===== src/verilog/acch_cfg.svh =====
// Constants for the auxiliary configuration command handler.
// Assumes a 200 MHz pclk; included by bare name.
`ifndef ACCH_CFG_SVH
`define ACCH_CFG_SVH

// Register byte offsets
`define ACCH_OFF_CTRL        12'h000
`define ACCH_OFF_STATUS      12'h004
`define ACCH_OFF_FMASK       12'h008
`define ACCH_OFF_FADDR       12'h00c
`define ACCH_OFF_FDATA_LO    12'h010
`define ACCH_OFF_FDATA_HI    12'h014
`define ACCH_OFF_IRQ_STAT    12'h018
`define ACCH_OFF_IRQ_EN      12'h01c
`define ACCH_OFF_IRQ_CLR     12'h020
`define ACCH_OFF_CMD_DATA    12'h024
`define ACCH_OFF_MSG         12'h028
`define ACCH_OFF_MSG_POP     12'h02c

// Command characters and codes
`define ACCH_CH_HASH         8'h23
`define ACCH_CH_CR           8'h0d
`define ACCH_CMD_FILTER      12'h697
`define ACCH_CMD_SENSE_BASE  12'h820
`define ACCH_CMD_HB_OFF      12'h830
`define ACCH_CMD_HB_ON       12'h831

// Reset values
`define ACCH_RST_SENSE_SEL   2'b00
`define ACCH_RST_HB_EN       1'b0

// Heartbeat idle interval: 3 minutes longest, rounded down
`define ACCH_HB_SECONDS      180
`define ACCH_CLK_HZ          200000000
`define ACCH_HB_CYCLES       (64'd180 * 64'd200000000)

// Interrupt bit positions
`define ACCH_IRQ_SENSE       0
`define ACCH_IRQ_HB          1
`define ACCH_IRQ_DONE        2
`define ACCH_IRQ_ERR         3

`endif


===== src/verilog/acch_pkg.sv =====
// Types shared by the command handler files.
// Assumes acch_cfg.svh supplies the numbers.
package acch_pkg;

    // Kinds of message queued for the host
    typedef enum logic [1:0] {
        ACCH_MSG_NONE,
        ACCH_MSG_DONE,
        ACCH_MSG_SENSE,
        ACCH_MSG_STATUS
    } acch_msg_kind_t;

    // One message handed to the host transmitter
    typedef struct packed {
        acch_msg_kind_t kind;
        logic [1:0]     sense;
        logic           err;
    } acch_msg_t;

    // Stored group match filter
    typedef struct packed {
        logic [7:0]  mask;
        logic [7:0]  start;
        logic [63:0] bytes;
    } acch_filter_t;

endpackage : acch_pkg


===== src/verilog/acch_hex_nibble.sv =====
// Converts one ASCII hex character to a nibble.
// Assumes plain 8-bit characters; case of A-F is free.
`timescale 1ns/1ps
`default_nettype none
module acch_hex_nibble
    import acch_pkg::*;
(
    input  wire logic [7:0] ch,
    output logic      [3:0] nib,
    output logic            ok
);
    // Range checks on the character
    wire is_dig = (ch >= 8'h30) && (ch <= 8'h39);
    wire is_up  = (ch >= 8'h41) && (ch <= 8'h46);
    wire is_lo  = (ch >= 8'h61) && (ch <= 8'h66);
    wire [7:0] d_dig = ch - 8'h30;
    wire [7:0] d_alp = (ch & 8'hdf) - 8'h37;

    assign ok  = is_dig | is_up | is_lo;
    assign nib = is_dig ? d_dig[3:0] : (ok ? d_alp[3:0] : 4'h0);
endmodule : acch_hex_nibble
`default_nettype wire


===== src/verilog/acch_sense_watch.sv =====
// Watches one sense line for changes of state.
// Assumes the line is synchronous to pclk.
`timescale 1ns/1ps
`default_nettype none
module acch_sense_watch
    import acch_pkg::*;
(
    input  wire logic pclk,
    input  wire logic presetn,
    input  wire logic line_in,
    input  wire logic enable,
    output logic      changed
);
    logic prev_r;     // Last sampled level
    logic armed_r;    // First sample taken after reset

    // Sample each cycle
    always_ff @(posedge pclk or negedge presetn)
    begin
        if (!presetn)
        begin
            prev_r  <= 1'b0;
            armed_r <= 1'b0;
        end
        else
        begin
            prev_r  <= line_in;
            armed_r <= 1'b1;
        end
    end

    // No report for the reset value, only real edges
    assign changed = enable & armed_r & (prev_r ^ line_in);
endmodule : acch_sense_watch
`default_nettype wire


===== src/verilog/acch_cmd_handler.sv =====
// Auxiliary configuration command handler with APB registers.
// Assumes software feeds host command characters over APB
// and drains queued messages toward the serial link.
//
// Added by the designer: the APB register port and the register offsets.
`include "acch_cfg.svh"
`timescale 1ns/1ps
`default_nettype none
module acch_cmd_handler
    import acch_pkg::*;
#(
    parameter logic [63:0] HB_CYCLES = `ACCH_HB_CYCLES
)
(
    // Clock, reset and APB slave side
    input  wire logic        pclk,
    input  wire logic        presetn,
    input  wire logic        psel,
    input  wire logic        penable,
    input  wire logic        pwrite,
    input  wire logic [11:0] paddr,
    input  wire logic [31:0] pwdata,
    output logic      [31:0] prdata,
    output logic             pready,
    output logic             pslverr,
    // Sense lines and report options
    input  wire logic        sense_line_a,
    input  wire logic        sense_line_b,
    input  wire logic        aux_append_en,
    output logic             msg_sent,
    // Stored filter for the tag protocol engine
    output logic      [7:0]  compare_byte_mask,
    output logic      [7:0]  compare_start_address,
    output logic      [63:0] compare_bytes,
    // Level interrupt toward the processor
    output logic             irq
);
    // Parser states
    typedef enum logic [1:0] { PS_IDLE, PS_BODY } acch_ps_t;

    acch_ps_t     ps_r;          // Parser state
    logic [4:0]   cnt_r;         // Characters taken after '#'
    logic [11:0]  code_r;        // First three digits
    logic [79:0]  arg_r;         // Filter argument nibbles
    logic         bad_r;         // Non-hex seen
    acch_filter_t filt_r;        // Stored filter
    logic [1:0]   sense_sel_r;   // Monitored lines
    logic         hb_en_r;       // Heartbeat enable
    logic [63:0]  idle_r;        // Silence counter
    acch_msg_t    msg_r;         // Pending message, one deep
    logic         msg_v_r;       // Pending message valid
    logic [3:0]   ist_r;         // Sticky interrupt status
    logic [3:0]   ien_r;         // Interrupt enables

    // APB decode
    wire acc      = psel & penable;
    wire wr       = acc & pwrite;
    wire rd       = acc & ~pwrite;
    wire w_ctrl   = wr & (paddr == `ACCH_OFF_CTRL);
    wire w_iclr   = wr & (paddr == `ACCH_OFF_IRQ_CLR);
    wire w_ien    = wr & (paddr == `ACCH_OFF_IRQ_EN);
    wire w_char   = wr & (paddr == `ACCH_OFF_CMD_DATA);
    wire r_pop    = rd & (paddr == `ACCH_OFF_MSG_POP);
    wire mapped   = (paddr <= `ACCH_OFF_MSG_POP) && (paddr[1:0] == 2'b00);
    wire [7:0] ch = pwdata[7:0];

    // Hex conversion of the incoming character
    // Only the character on the bus now needs converting
    logic [3:0] nib;
    logic       nib_ok;
    acch_hex_nibble u_hex (
        .ch  (ch),
        .nib (nib),
        .ok  (nib_ok)
    );

    // Sense line change detectors
    logic chg_a;
    logic chg_b;
    acch_sense_watch u_wa (
        .pclk    (pclk),
        .presetn (presetn),
        .line_in (sense_line_a),
        .enable  (sense_sel_r[0]),
        .changed (chg_a)
    );
    acch_sense_watch u_wb (
        .pclk    (pclk),
        .presetn (presetn),
        .line_in (sense_line_b),
        .enable  (sense_sel_r[1]),
        .changed (chg_b)
    );

    // End of command line decode
    wire eol       = w_char & (ch == `ACCH_CH_CR) & (ps_r == PS_BODY);
    wire is_filt   = (code_r == `ACCH_CMD_FILTER) && (cnt_r == 5'd23);
    // Codes 820 to 823 share all but the two low bits
    wire [11:0] sense_base = `ACCH_CMD_SENSE_BASE;
    wire is_sense  = (code_r[11:2] == sense_base[11:2])
                     && (cnt_r == 5'd3);
    wire is_hboff  = (code_r == `ACCH_CMD_HB_OFF) && (cnt_r == 5'd3);
    wire is_hbon   = (code_r == `ACCH_CMD_HB_ON) && (cnt_r == 5'd3);
    wire cmd_ok    = eol & ~bad_r & (is_filt | is_sense | is_hboff | is_hbon);
    wire cmd_err   = eol & ~cmd_ok;

    // Events competing for the one-deep message slot
    wire ev_sense  = chg_a | chg_b;
    wire hb_due    = hb_en_r & (idle_r >= HB_CYCLES - 64'd1);
    wire slot_free = ~msg_v_r | r_pop;
    // Command answers first, then sense reports, then heartbeat
    wire put_done  = eol & slot_free;
    wire put_sense = ev_sense & slot_free & ~eol;
    // Only an empty slot takes a heartbeat, so a pop restarts the timer first
    wire put_hb    = hb_due & ~msg_v_r & ~eol & ~ev_sense;
    wire [1:0] sense_now = aux_append_en ? {sense_line_b, sense_line_a} : 2'b00;

    // Message presented to the serial side when popped
    assign msg_sent = r_pop & msg_v_r;

    // Parser: collect '#' then digits until carriage return
    always_ff @(posedge pclk or negedge presetn)
    begin
        if (!presetn)
        begin
            ps_r   <= PS_IDLE;
            cnt_r  <= 5'd0;
            code_r <= 12'h000;
            arg_r  <= 80'h0;
            bad_r  <= 1'b0;
        end
        else if (w_char)
        begin
            // A hash restarts the line, even part way through
            if (ch == `ACCH_CH_HASH)
            begin
                ps_r  <= PS_BODY;
                cnt_r <= 5'd0;
                bad_r <= 1'b0;
            end
            else if (ps_r == PS_BODY)
            begin
                // Carriage return closes the line; settings act on it
                if (ch == `ACCH_CH_CR)
                    ps_r <= PS_IDLE;
                else
                begin
                    // Overlong lines saturate and fail the length check
                    cnt_r <= (cnt_r == 5'd31) ? cnt_r : cnt_r + 5'd1;
                    bad_r <= bad_r | ~nib_ok;
                    if (cnt_r < 5'd3)
                        code_r <= {code_r[7:0], nib};
                    else
                        arg_r <= {arg_r[75:0], nib};
                end
            end
        end
    end

    // Settings store, applied on a good command or a direct control write
    always_ff @(posedge pclk or negedge presetn)
    begin
        if (!presetn)
        begin
            filt_r      <= '0;
            sense_sel_r <= `ACCH_RST_SENSE_SEL;
            hb_en_r     <= `ACCH_RST_HB_EN;
        end
        else if (cmd_ok)
        begin
            if (is_filt)
                filt_r <= arg_r;       // Mask, start, then first byte at top
            if (is_sense)
                sense_sel_r <= code_r[1:0];
            if (is_hboff)
                hb_en_r <= 1'b0;
            if (is_hbon)
                hb_en_r <= 1'b1;
        end
        // A direct control write loses to a command ending at once
        else if (w_ctrl)
        begin
            sense_sel_r <= pwdata[1:0];
            hb_en_r     <= pwdata[2];
        end
    end

    // Idle timer restarts on every message handed out
    always_ff @(posedge pclk or negedge presetn)
    begin
        if (!presetn)
            idle_r <= 64'd0;
        else if (msg_sent || !hb_en_r)
            idle_r <= 64'd0;
        // Holds at the threshold until a message is popped
        else if (!hb_due)
            idle_r <= idle_r + 64'd1;
    end

    // One-deep outgoing message slot
    // A full slot drops the newcomer; software should pop promptly
    always_ff @(posedge pclk or negedge presetn)
    begin
        if (!presetn)
        begin
            msg_r   <= '0;
            msg_v_r <= 1'b0;
        end
        else if (put_done)
        begin
            msg_r   <= '{kind: ACCH_MSG_DONE, sense: 2'b00, err: cmd_err};
            msg_v_r <= 1'b1;
        end
        else if (put_sense)
        begin
            // Queued the same way as a tag report
            msg_r   <= '{kind: ACCH_MSG_SENSE, sense: sense_now, err: 1'b0};
            msg_v_r <= 1'b1;
        end
        else if (put_hb)
        begin
            // Same layout as the RF status query answer
            msg_r   <= '{kind: ACCH_MSG_STATUS, sense: sense_now, err: 1'b0};
            msg_v_r <= 1'b1;
        end
        else if (r_pop)
            msg_v_r <= 1'b0;
    end

    // Sticky interrupt status; a set beats a clear in the same cycle
    wire [3:0] ev_vec = {cmd_err, cmd_ok, put_hb, put_sense};
    always_ff @(posedge pclk or negedge presetn)
    begin
        if (!presetn)
        begin
            ist_r <= 4'h0;
            ien_r <= 4'h0;
        end
        else
        begin
            ist_r <= (ist_r & ~(w_iclr ? pwdata[3:0] : 4'h0)) | ev_vec;
            if (w_ien)
                ien_r <= pwdata[3:0];
        end
    end
    // Level output while any enabled sticky bit is set
    assign irq = |(ist_r & ien_r);

    // Filter outputs for the tag protocol engine
    assign compare_byte_mask     = filt_r.mask;
    assign compare_start_address = filt_r.start;
    assign compare_bytes         = filt_r.bytes;

    // An empty slot reads as zero, so no stale message is shown
    wire [31:0] msg_word = msg_v_r ? {26'h0, 1'b1, msg_r} : 32'h0;

    // Read data mux
    logic [31:0] rmux;
    always_comb
    begin
        case (paddr)
            `ACCH_OFF_CTRL:     rmux = {29'h0, hb_en_r, sense_sel_r};
            `ACCH_OFF_STATUS:   rmux = {26'h0, ps_r == PS_BODY, msg_v_r, 2'b00,
                                        sense_line_b, sense_line_a};
            `ACCH_OFF_FMASK:    rmux = {24'h0, filt_r.mask};
            `ACCH_OFF_FADDR:    rmux = {24'h0, filt_r.start};
            `ACCH_OFF_FDATA_LO: rmux = filt_r.bytes[31:0];
            `ACCH_OFF_FDATA_HI: rmux = filt_r.bytes[63:32];
            `ACCH_OFF_IRQ_STAT: rmux = {28'h0, ist_r};
            `ACCH_OFF_IRQ_EN:   rmux = {28'h0, ien_r};
            `ACCH_OFF_MSG,
            `ACCH_OFF_MSG_POP:  rmux = msg_word;
            default:            rmux = 32'h0;
        endcase
    end

    // Read data held in a flop, taken at the setup edge
    // A pop read therefore shows the word as it stood before the pop
    always_ff @(posedge pclk or negedge presetn)
    begin
        if (!presetn)
            prdata <= 32'h0;
        else if (psel && !penable && !pwrite)
            prdata <= rmux;
    end

    // Zero wait state slave; unmapped access flagged
    assign pready  = 1'b1;
    assign pslverr = acc & ~mapped;
endmodule : acch_cmd_handler
`default_nettype wire


===== config.mk =====
export PLATFORM = sky130hd
export DESIGN_NAME = acch_cmd_handler
export DESIGN_NICKNAME = d
export VERILOG_FILES = /design/src/verilog/acch_pkg.sv /design/src/verilog/acch_hex_nibble.sv /design/src/verilog/acch_sense_watch.sv /design/src/verilog/acch_cmd_handler.sv
export VERILOG_INCLUDE_DIRS = /design/src /design/src/verilog
export SDC_FILE = /design/constraint.sdc
export NUM_CORES = 1
export LEC_CHECK = 0
export ABC_CLOCK_PERIOD_IN_PS = 2690
export BUFFER_PORTS_ARGS = -buffer_cell sky130_fd_sc_hd__clkbuf_2
export CORE_MARGIN = 8
export CORE_UTILIZATION = 40
export CTS_BUF_LIST = sky130_fd_sc_hd__clkbuf_2 sky130_fd_sc_hd__clkbuf_4 sky130_fd_sc_hd__clkbuf_8
export CTS_CLUSTER_DIAMETER = 30
export CTS_CLUSTER_SIZE = 24
export DETAILED_ROUTE_END_ITERATION = 8
export PLACE_DENSITY = 0.6
export SLEW_MARGIN = 20
export SYNTH_ARGS = -nofsm -noshare
export SYNTH_HDL_FRONTEND = slang
export SYNTH_SLANG_ARGS = --single-unit

===== constraint.sdc =====
create_clock -name pclk -period 2.69 [get_ports pclk]
set_input_delay 0.538 -clock pclk [delete_from_list [all_inputs] [get_ports pclk]]
set_output_delay 0.538 -clock pclk [all_outputs]
set_load 0.02 [all_outputs]

==> metrics.cfg, run 1 <==
[critical_path]
endpoint_kind = output pin
path_class = in2out
cp_max_fo = 4
timing.rr.start = idle_r[27]$_DFFE_PN0P_
reg2reg_to = msg_r[1]$_DFFE_PN0P_
r2r_cells = 7
crit_end = pslverr
critPathLaunchType = input pin
critical_path_arrival_ns = 2.02
critical_path.max_stage_delay_ns = 0.57
path_cells = clkbuf_2 > or4_4 > buf_4 > nor3_1 > buf_4 > a31oi_1 > clkbuf_2
critical_path.slowest_cell = or4_4
cp-startpoint = paddr[7]
reg2reg_slack_ns = 0.22
crit_required_ns = 2.15

[clock_tree]
clockBufferDepth = 3
cts_tree = built
clk_pin_slew_ns = 0.05
clock_latency_ns = 0.62
numCtsBuffers = 68
root_buffer = clkbuf_8
htree_levels = 3
cts_setup_buffers = 0
clock-sinks = 295

[worst_hold_path]
min_path_type = in2reg
worstHoldStart = sense_line_a

[power]
power_frac_comb = 0.023
ir_worst_vdd_mv = 0.5097
clock_power_share = 0.547
p_sw_uw = 2447
netSwitchingFraction = 0.2362
p_int_uw = 7912
p_seq_frac = 0.429
finalPower_uw = 10360
p_leak_uw = 0.008177
power_density_nw_per_um2 = 634.9

[sta]
fmax_ghz = 0.3908
finalHoldViolCount = 0
finalSetupViolCount = 0
holdWs_ns = 0.1369
fin_skew_ns = 0.05073
final.setup.tns_ns = 0
finalWorstSetupSlack_ns = 0.1312
min_period_ns = 2.559
rsz0062_at_grt = false
slew_headroom = 0.5740
finalCritPeriodShare = 0.9512
worstMarginPinSlew_ns = 0.6229
slew_violations = 0

[placement]
dpl.hpwl_um = 23240
pre_cts_slack_ns = -0.1719
port_buffers = 142
gp_congestion = 0.8440

[logic_synthesis]
synth_cell_types = 65
yosysWarningCount = 0
ys_seq_area_frac = 0.5668
synth_common_cells = dfrtp_1 (295), mux2_2 (128), nand2_1 (86)
synth_most_common_cell = dfrtp_1
synth_top_area_frac = 0.5668
avgSynthCellArea_um2 = 12.40
synthFlopType = dfrtp_1
synth_area_leader_cell = dfrtp_1
synth-seq-cells = 295
netlist_top_cells_area = dfrtp_1 (57%), mux2_2 (11%), mux2_4 (6.0%)
netlist_area_um2 = 13020
async_flop_share = 1.000
synth_cells = 1050
synth_edf_count = 0

[routing]
vias_per_cell = 5.130
drtIter0Drc = 603
drc = 0
detail-route-antenna-nets = 0
wl_per_cell_um = 18.68
drt_first_pass_iters = 5
vias = 9111
drt-total-wl_um = 33170

[floorplan]
die_w_um = 196.5
boundaryPins = 168
dieArea_um2 = 38590
rows = 66
start_util = 0.4034
core-area_um2 = 32290
die_h_um = 196.5

[flow_run]
maxCapViolCount = 0

[run_status]
status = complete, no violations

[global_routing]
grtUsageTotal = 0.1740
antenna_found_initial = 0
gr-total-overflow = 0
grt_pass1_wl_um = 53360
grt_pass1_vias = 9477
grt_max_degree = 73

[final_layout]
nets = 1337
n_antenna_cell = 0
drive_above_1_share = 0.3996
area_growth_pct = 25.27
utilization = 0.5053

-- worst max-delay path, delay by kind of cell --
kind            cells  cell delay (ns)
compound gates      1             0.12
simple gates        2             0.75
buf+inv             4             0.61
-- layout by cell type (no fill, tap or decap), types with 19 or more instances in the layout --
cell type  synthesis  final
dfrtp_1          295    295
clkbuf_2           0    141
mux2_2           128    128
nand2_1           86     85
clkbuf_8           0     83
nor2_1            63     61
buf_4              1     54
mux2_4            52     52
o21ai_0           47     47
and2_1            32     32
xor2_1            30     30
a22oi_1           28     28
nand3_1           23     23
nor3_1            19     19
-- final cells by class --
class	instances	area, um^2
fillers	2929	15970
flip-flops and latches	295	7382
multi-input cells	696	5376
repair buffers	211	1416
clock buffers	91	1202
well taps	442	553.0
clock inverters	34	360.3
inverters	7	26.28
-- state kept, by name, summed over array words and instances, names as in the netlist --
| signal | flops |
|---|---|
| ien_r | 4 |
| cnt_r | 5 |
| arg_r | 80 |
| u_wa.prev_r | 1 |
| ps_r | 1 |
| u_wb.armed_r | 1 |
| prdata | 32 |
| compare_byte_mask | 8 |
| compare_start_address | 8 |
| msg_v_r | 1 |
| ist_r | 4 |
| msg_r | 5 |
| idle_r | 64 |
| sense_sel_r | 2 |
| u_wb.prev_r | 1 |
| compare_bytes | 64 |
| hb_en_r | 1 |
| code_r | 12 |
| bad_r | 1 |
-- per-layer routing --
| metal | vias up | routed length (um) | global-route usage |
|---|---|---|---|
| li1 | 4267 | - | - |
| met5 | - | 0 | 0 |
| met3 | 62 | 2010 | 0.05134 |
| met1 | 4547 | 15850 | 0.2411 |
| met2 | 235 | 14540 | 0.2547 |
| met4 | 0 | 773 | 0.06569 |
-- kinds of logic after synthesis --
kind of cell / Yosys count / share of synthesized area
other: 1 / 0.0002879
DFF: 295 / 0.5668
buffers and inverters: 60 / 0.02373
AOI/OAI and AO/OA: 135 / 0.06734
muxes: 189 / 0.1785
adders and majority gates: 6 / 0.005764
and+or+nand+nor: 330 / 0.1348
xor gates and xnor gates: 34 / 0.02286
-- power by group through the flow --
| stage | registers (uW) | clock network, uW | logic, uW |
|---|---|---|---|
| floorplan | 4530 | 0 | 71.0 |
| global placement | 4520 | 0 | 244 |
| detailed placement | 4520 | 0 | 246 |
| CTS | 4450 | 5810 | 248 |
| global route | 4440 | 6060 | 271 |
| finish | 4450 | 5670 | 241 |
-- repair_timing --
item,CTS,global route
setup endpoints to repair,0,7
gates resized for setup,0,2
hold buffers,1,0
hold endpoints to repair,63,0
-- worst min path at each step --
stage	to	depth (start not counted)
finish	u_wa.prev_r$_DFF_PN0_	1
global route	u_wa.prev_r$_DFF_PN0_	1
CTS	u_wa.prev_r$_DFF_PN0_	1
detailed placement	idle_r[39]$_DFFE_PN0P_	1
global placement	prdata[14]$_DFFE_PN0P_	2
floorplan	arg_r[0]$_DFFE_PN0P_	0
-- metrics by stage --
stage,std cells,area [um^2]
floorplan,1051,13060
finish,1776,16320
global route,1776,16320
detailed placement,1650,14740
CTS,1776,16310
global placement,1650,14740
(Power assumes the default switching activity.)
==> inputs of run 2 (changes only) <==
--- a/config.mk
+++ b/config.mk
@@ -12,9 +12,9 @@
 export CORE_UTILIZATION = 40
 export CTS_BUF_LIST = sky130_fd_sc_hd__clkbuf_2 sky130_fd_sc_hd__clkbuf_4 sky130_fd_sc_hd__clkbuf_8
 export CTS_CLUSTER_DIAMETER = 30
-export CTS_CLUSTER_SIZE = 24
+export CTS_CLUSTER_SIZE = 20
 export DETAILED_ROUTE_END_ITERATION = 8
-export PLACE_DENSITY = 0.6
+export PLACE_DENSITY = 0.65
 export SLEW_MARGIN = 20
 export SYNTH_ARGS = -nofsm -noshare
 export SYNTH_HDL_FRONTEND = slang
==> metrics.cfg, run 2 (synthesized netlist as in run 1, its figures left out) <==
[run_status]
status = complete, no violations  ; unchanged

[critical_path]
reg2reg_slack_ns = 0.20  ; was 0.22 ns
critical_path_arrival_ns = 2.00  ; was 2.02 ns
reg2reg_to = idle_r[15]$_DFFE_PN0P_  ; was msg_r[1]$_DFFE_PN0P_
timing.rr.start = idle_r[28]$_DFFE_PN0P_  ; was idle_r[27]$_DFFE_PN0P_
r2r_cells = 8  ; was 7
crit_required_ns = 2.15  ; about the same
endpoint_kind = output pin  ; unchanged
crit_end = pslverr  ; unchanged
cp_max_fo = 6  ; was 4
path_class = in2out  ; unchanged
critPathLaunchType = input pin  ; unchanged
cp-startpoint = paddr[7]  ; unchanged

[power]
power_frac_comb = 0.023  ; about the same
p_seq_frac = 0.417  ; was 0.429
p_leak_uw = 0.008225  ; was 0.008177 uW
clock_power_share = 0.561  ; was 0.547
netSwitchingFraction = 0.2282  ; was 0.2362
p_int_uw = 8237  ; was 7912 uW
ir_worst_vdd_mv = 0.4671  ; was 0.5097 mV
p_sw_uw = 2436  ; was 2447 uW
power_density_nw_per_um2 = 651.4  ; was 634.9 nW/um^2

[clock_tree]
cts_tree = built  ; unchanged
numCtsBuffers = 69  ; was 68
root_buffer = clkbuf_8  ; unchanged
htree_levels = 3  ; unchanged
clockBufferDepth = 3  ; unchanged
clock-sinks = 295  ; unchanged
clk_pin_slew_ns = 0.05  ; about the same
clock_latency_ns = 0.61  ; was 0.62 ns

[placement]
pre_cts_slack_ns = -0.1665  ; was -0.1719 ns
gp_congestion = 0.8524  ; was 0.8440
dpl.hpwl_um = 23750  ; was 23,240 um
postPlaceCellArea_um2 = 14710  ; was 14,740 um^2
port_buffers = 142  ; unchanged

[sta]
finalHoldViolCount = 0  ; unchanged
min_period_ns = 2.535  ; was 2.559 ns
slew_headroom = 0.5918  ; was 0.5740
finalWorstSetupSlack_ns = 0.1550  ; was 0.1312 ns
finalCritPeriodShare = 0.9424  ; was 0.9512
fin_skew_ns = 0.03990  ; was 0.05073 ns
fmax_ghz = 0.3945  ; was 0.3908 GHz
final.setup.tns_ns = 0  ; unchanged
finalSetupViolCount = 0  ; unchanged
slew_violations = 0  ; unchanged
worstMarginPinSlew_ns = 0.5969  ; was 0.6229 ns
rsz0062_at_grt = false  ; unchanged

[floorplan]
die_h_um = 196.5  ; unchanged
die_w_um = 196.5  ; unchanged
dieArea_um2 = 38590  ; unchanged
rows = 66  ; unchanged
start_util = 0.4034  ; unchanged
boundaryPins = 168  ; unchanged
core-area_um2 = 32290  ; unchanged

[flow_run]
maxCapViolCount = 0  ; unchanged

[final_layout]
layout_commonest_cell = dfrtp_1  ; unchanged
top_register = arg_r  ; unchanged
fillers = 2831  ; was 2,929
largest_reg_flops = 80  ; unchanged
final_area_um2 = 16390  ; was 16,320 um^2
drive_above_1_share = 0.3999  ; was 0.3996
area_growth_pct = 25.80  ; was 25.27%
nets = 1342  ; was 1,337
layout_common_cells = dfrtp_1 (295), clkbuf_2 (141), mux2_2 (128), nand2_1 (85), clkbuf_8 (85)  ; was dfrtp_1 (295), clkbuf_2 (141), mux2_2 (128), nand2_1 (85), clkbuf_8 (83)

[routing]
detail-route-antenna-nets = 0  ; unchanged
drc = 0  ; unchanged
drt-total-wl_um = 33870  ; was 33,170 um
drt_first_pass_iters = 5  ; unchanged
vias = 9329  ; was 9,111
wl_per_cell_um = 19.02  ; was 18.68 um
vias_per_cell = 5.238  ; was 5.130
drtIter0Drc = 550  ; was 603

[global_routing]
grt_max_degree = 67  ; was 73
grt_pass1_wl_um = 54060  ; was 53,360 um
grt_pass1_vias = 9759  ; was 9,477
grtUsageTotal = 0.1763  ; was 0.1740
antenna_found_initial = 1  ; was 0
gr-total-overflow = 0  ; unchanged

[worst_hold_path]
min_path_type = in2reg  ; unchanged
min_path_cells = 1  ; unchanged

run 2: changes by cell type in the layout (fill, tap and decap cells not counted), moves of 2 or more:
cell	delta
buf_12	-3
buf_4	+6
bufinv_16	+3
clkbuf_8	+2
clkinv_2	+2
clkinv_4	-3
clkinvlp_4	-2
inv_6	-3
run 2: stage by stage:
step | instances | util | hold slack (ns) | power, uW
final | 1781 | 0.5075 | 0.1104 | 10670
after global routing | 1781 | 0.5075 | 0.07805 | 11070
after CTS | 1777 | 0.5067 | 0.07387 | 10800
after detailed placement | 1651 | 0.4555 | 0.4691 | 4771
after global placement | 1651 | 0.4555 | 0.4631 | 4768
after floorplan | 1051 | - | 0.2424 | 4596
run 2: cell type report:
| cell class | instances | area (um^2) | share of cell area |
|---|---|---|---|
| clock buffers | 93 | 1230 | 0.07506 |
| flip-flops and latches | 295 | 7382 | 0.4505 |
| clock inverters | 32 | 414.1 | 0.02527 |
| repair buffers | 214 | 1401 | 0.08552 |
| diodes | 1 | 2.502 | 0.0001527 |
| inverters | 7 | 26.28 | 0.001604 |
| multi-input cells | 697 | 5376 | 0.3281 |
| well taps | 442 | 553.0 | 0.03375 |
run 2: worst min path at each step:
stage | start | to | slack [ns]
2_1_floorplan | presetn | arg_r[0]$_DFFE_PN0P_ | 0.24
3_3_place_gp | prdata[15]$_DFFE_PN0P_ | prdata[15]$_DFFE_PN0P_ | 0.46
3_5_place_dp | prdata[24]$_DFFE_PN0P_ | prdata[24]$_DFFE_PN0P_ | 0.47
4_1_cts | sense_line_a | u_wa.prev_r$_DFF_PN0_ | 0.07
5_1_grt | sense_line_a | u_wa.prev_r$_DFF_PN0_ | 0.08
6_report | sense_line_a | u_wa.prev_r$_DFF_PN0_ | 0.11
run 2: power groups by stage:
stage / logic [uW] / registers, uW / clock network, uW
2_1_floorplan: 71.0 / 4530 / 0
3_3_place_gp: 244 / 4520 / 0
3_5_place_dp: 247 / 4520 / 0
4_1_cts: 249 / 4450 / 6100
5_1_grt: 274 / 4440 / 6350
6_report: 240 / 4450 / 5980
run 2: what timing repair did:
| action | 4_1_cts | 5_1_grt |
|---|---|---|
| gates resized for setup | 0 | 1 |
| hold buffers | 1 | 0 |
| hold endpoints to repair | 44 | 0 |
| cloned | 0 | 1 |
| setup buffers | 0 | 2 |
| pin swaps | 1 | 1 |
| endpoints found under the setup margin | 1 | 4 |
run 2: metal layers:
layer	wire (um)	GRT usage
met3	1861	0.04349
met4	1041	0.07383
met1	15440	0.2395
met5	0	0
met2	15520	0.2667
run 2: critical path, cell delays in order:
cell and delay (ns):
clkbuf_2 0.08, or4_4 0.59, nor3_1 0.31, buf_4 0.20, a31oi_1 0.11, clkbuf_2 0.17
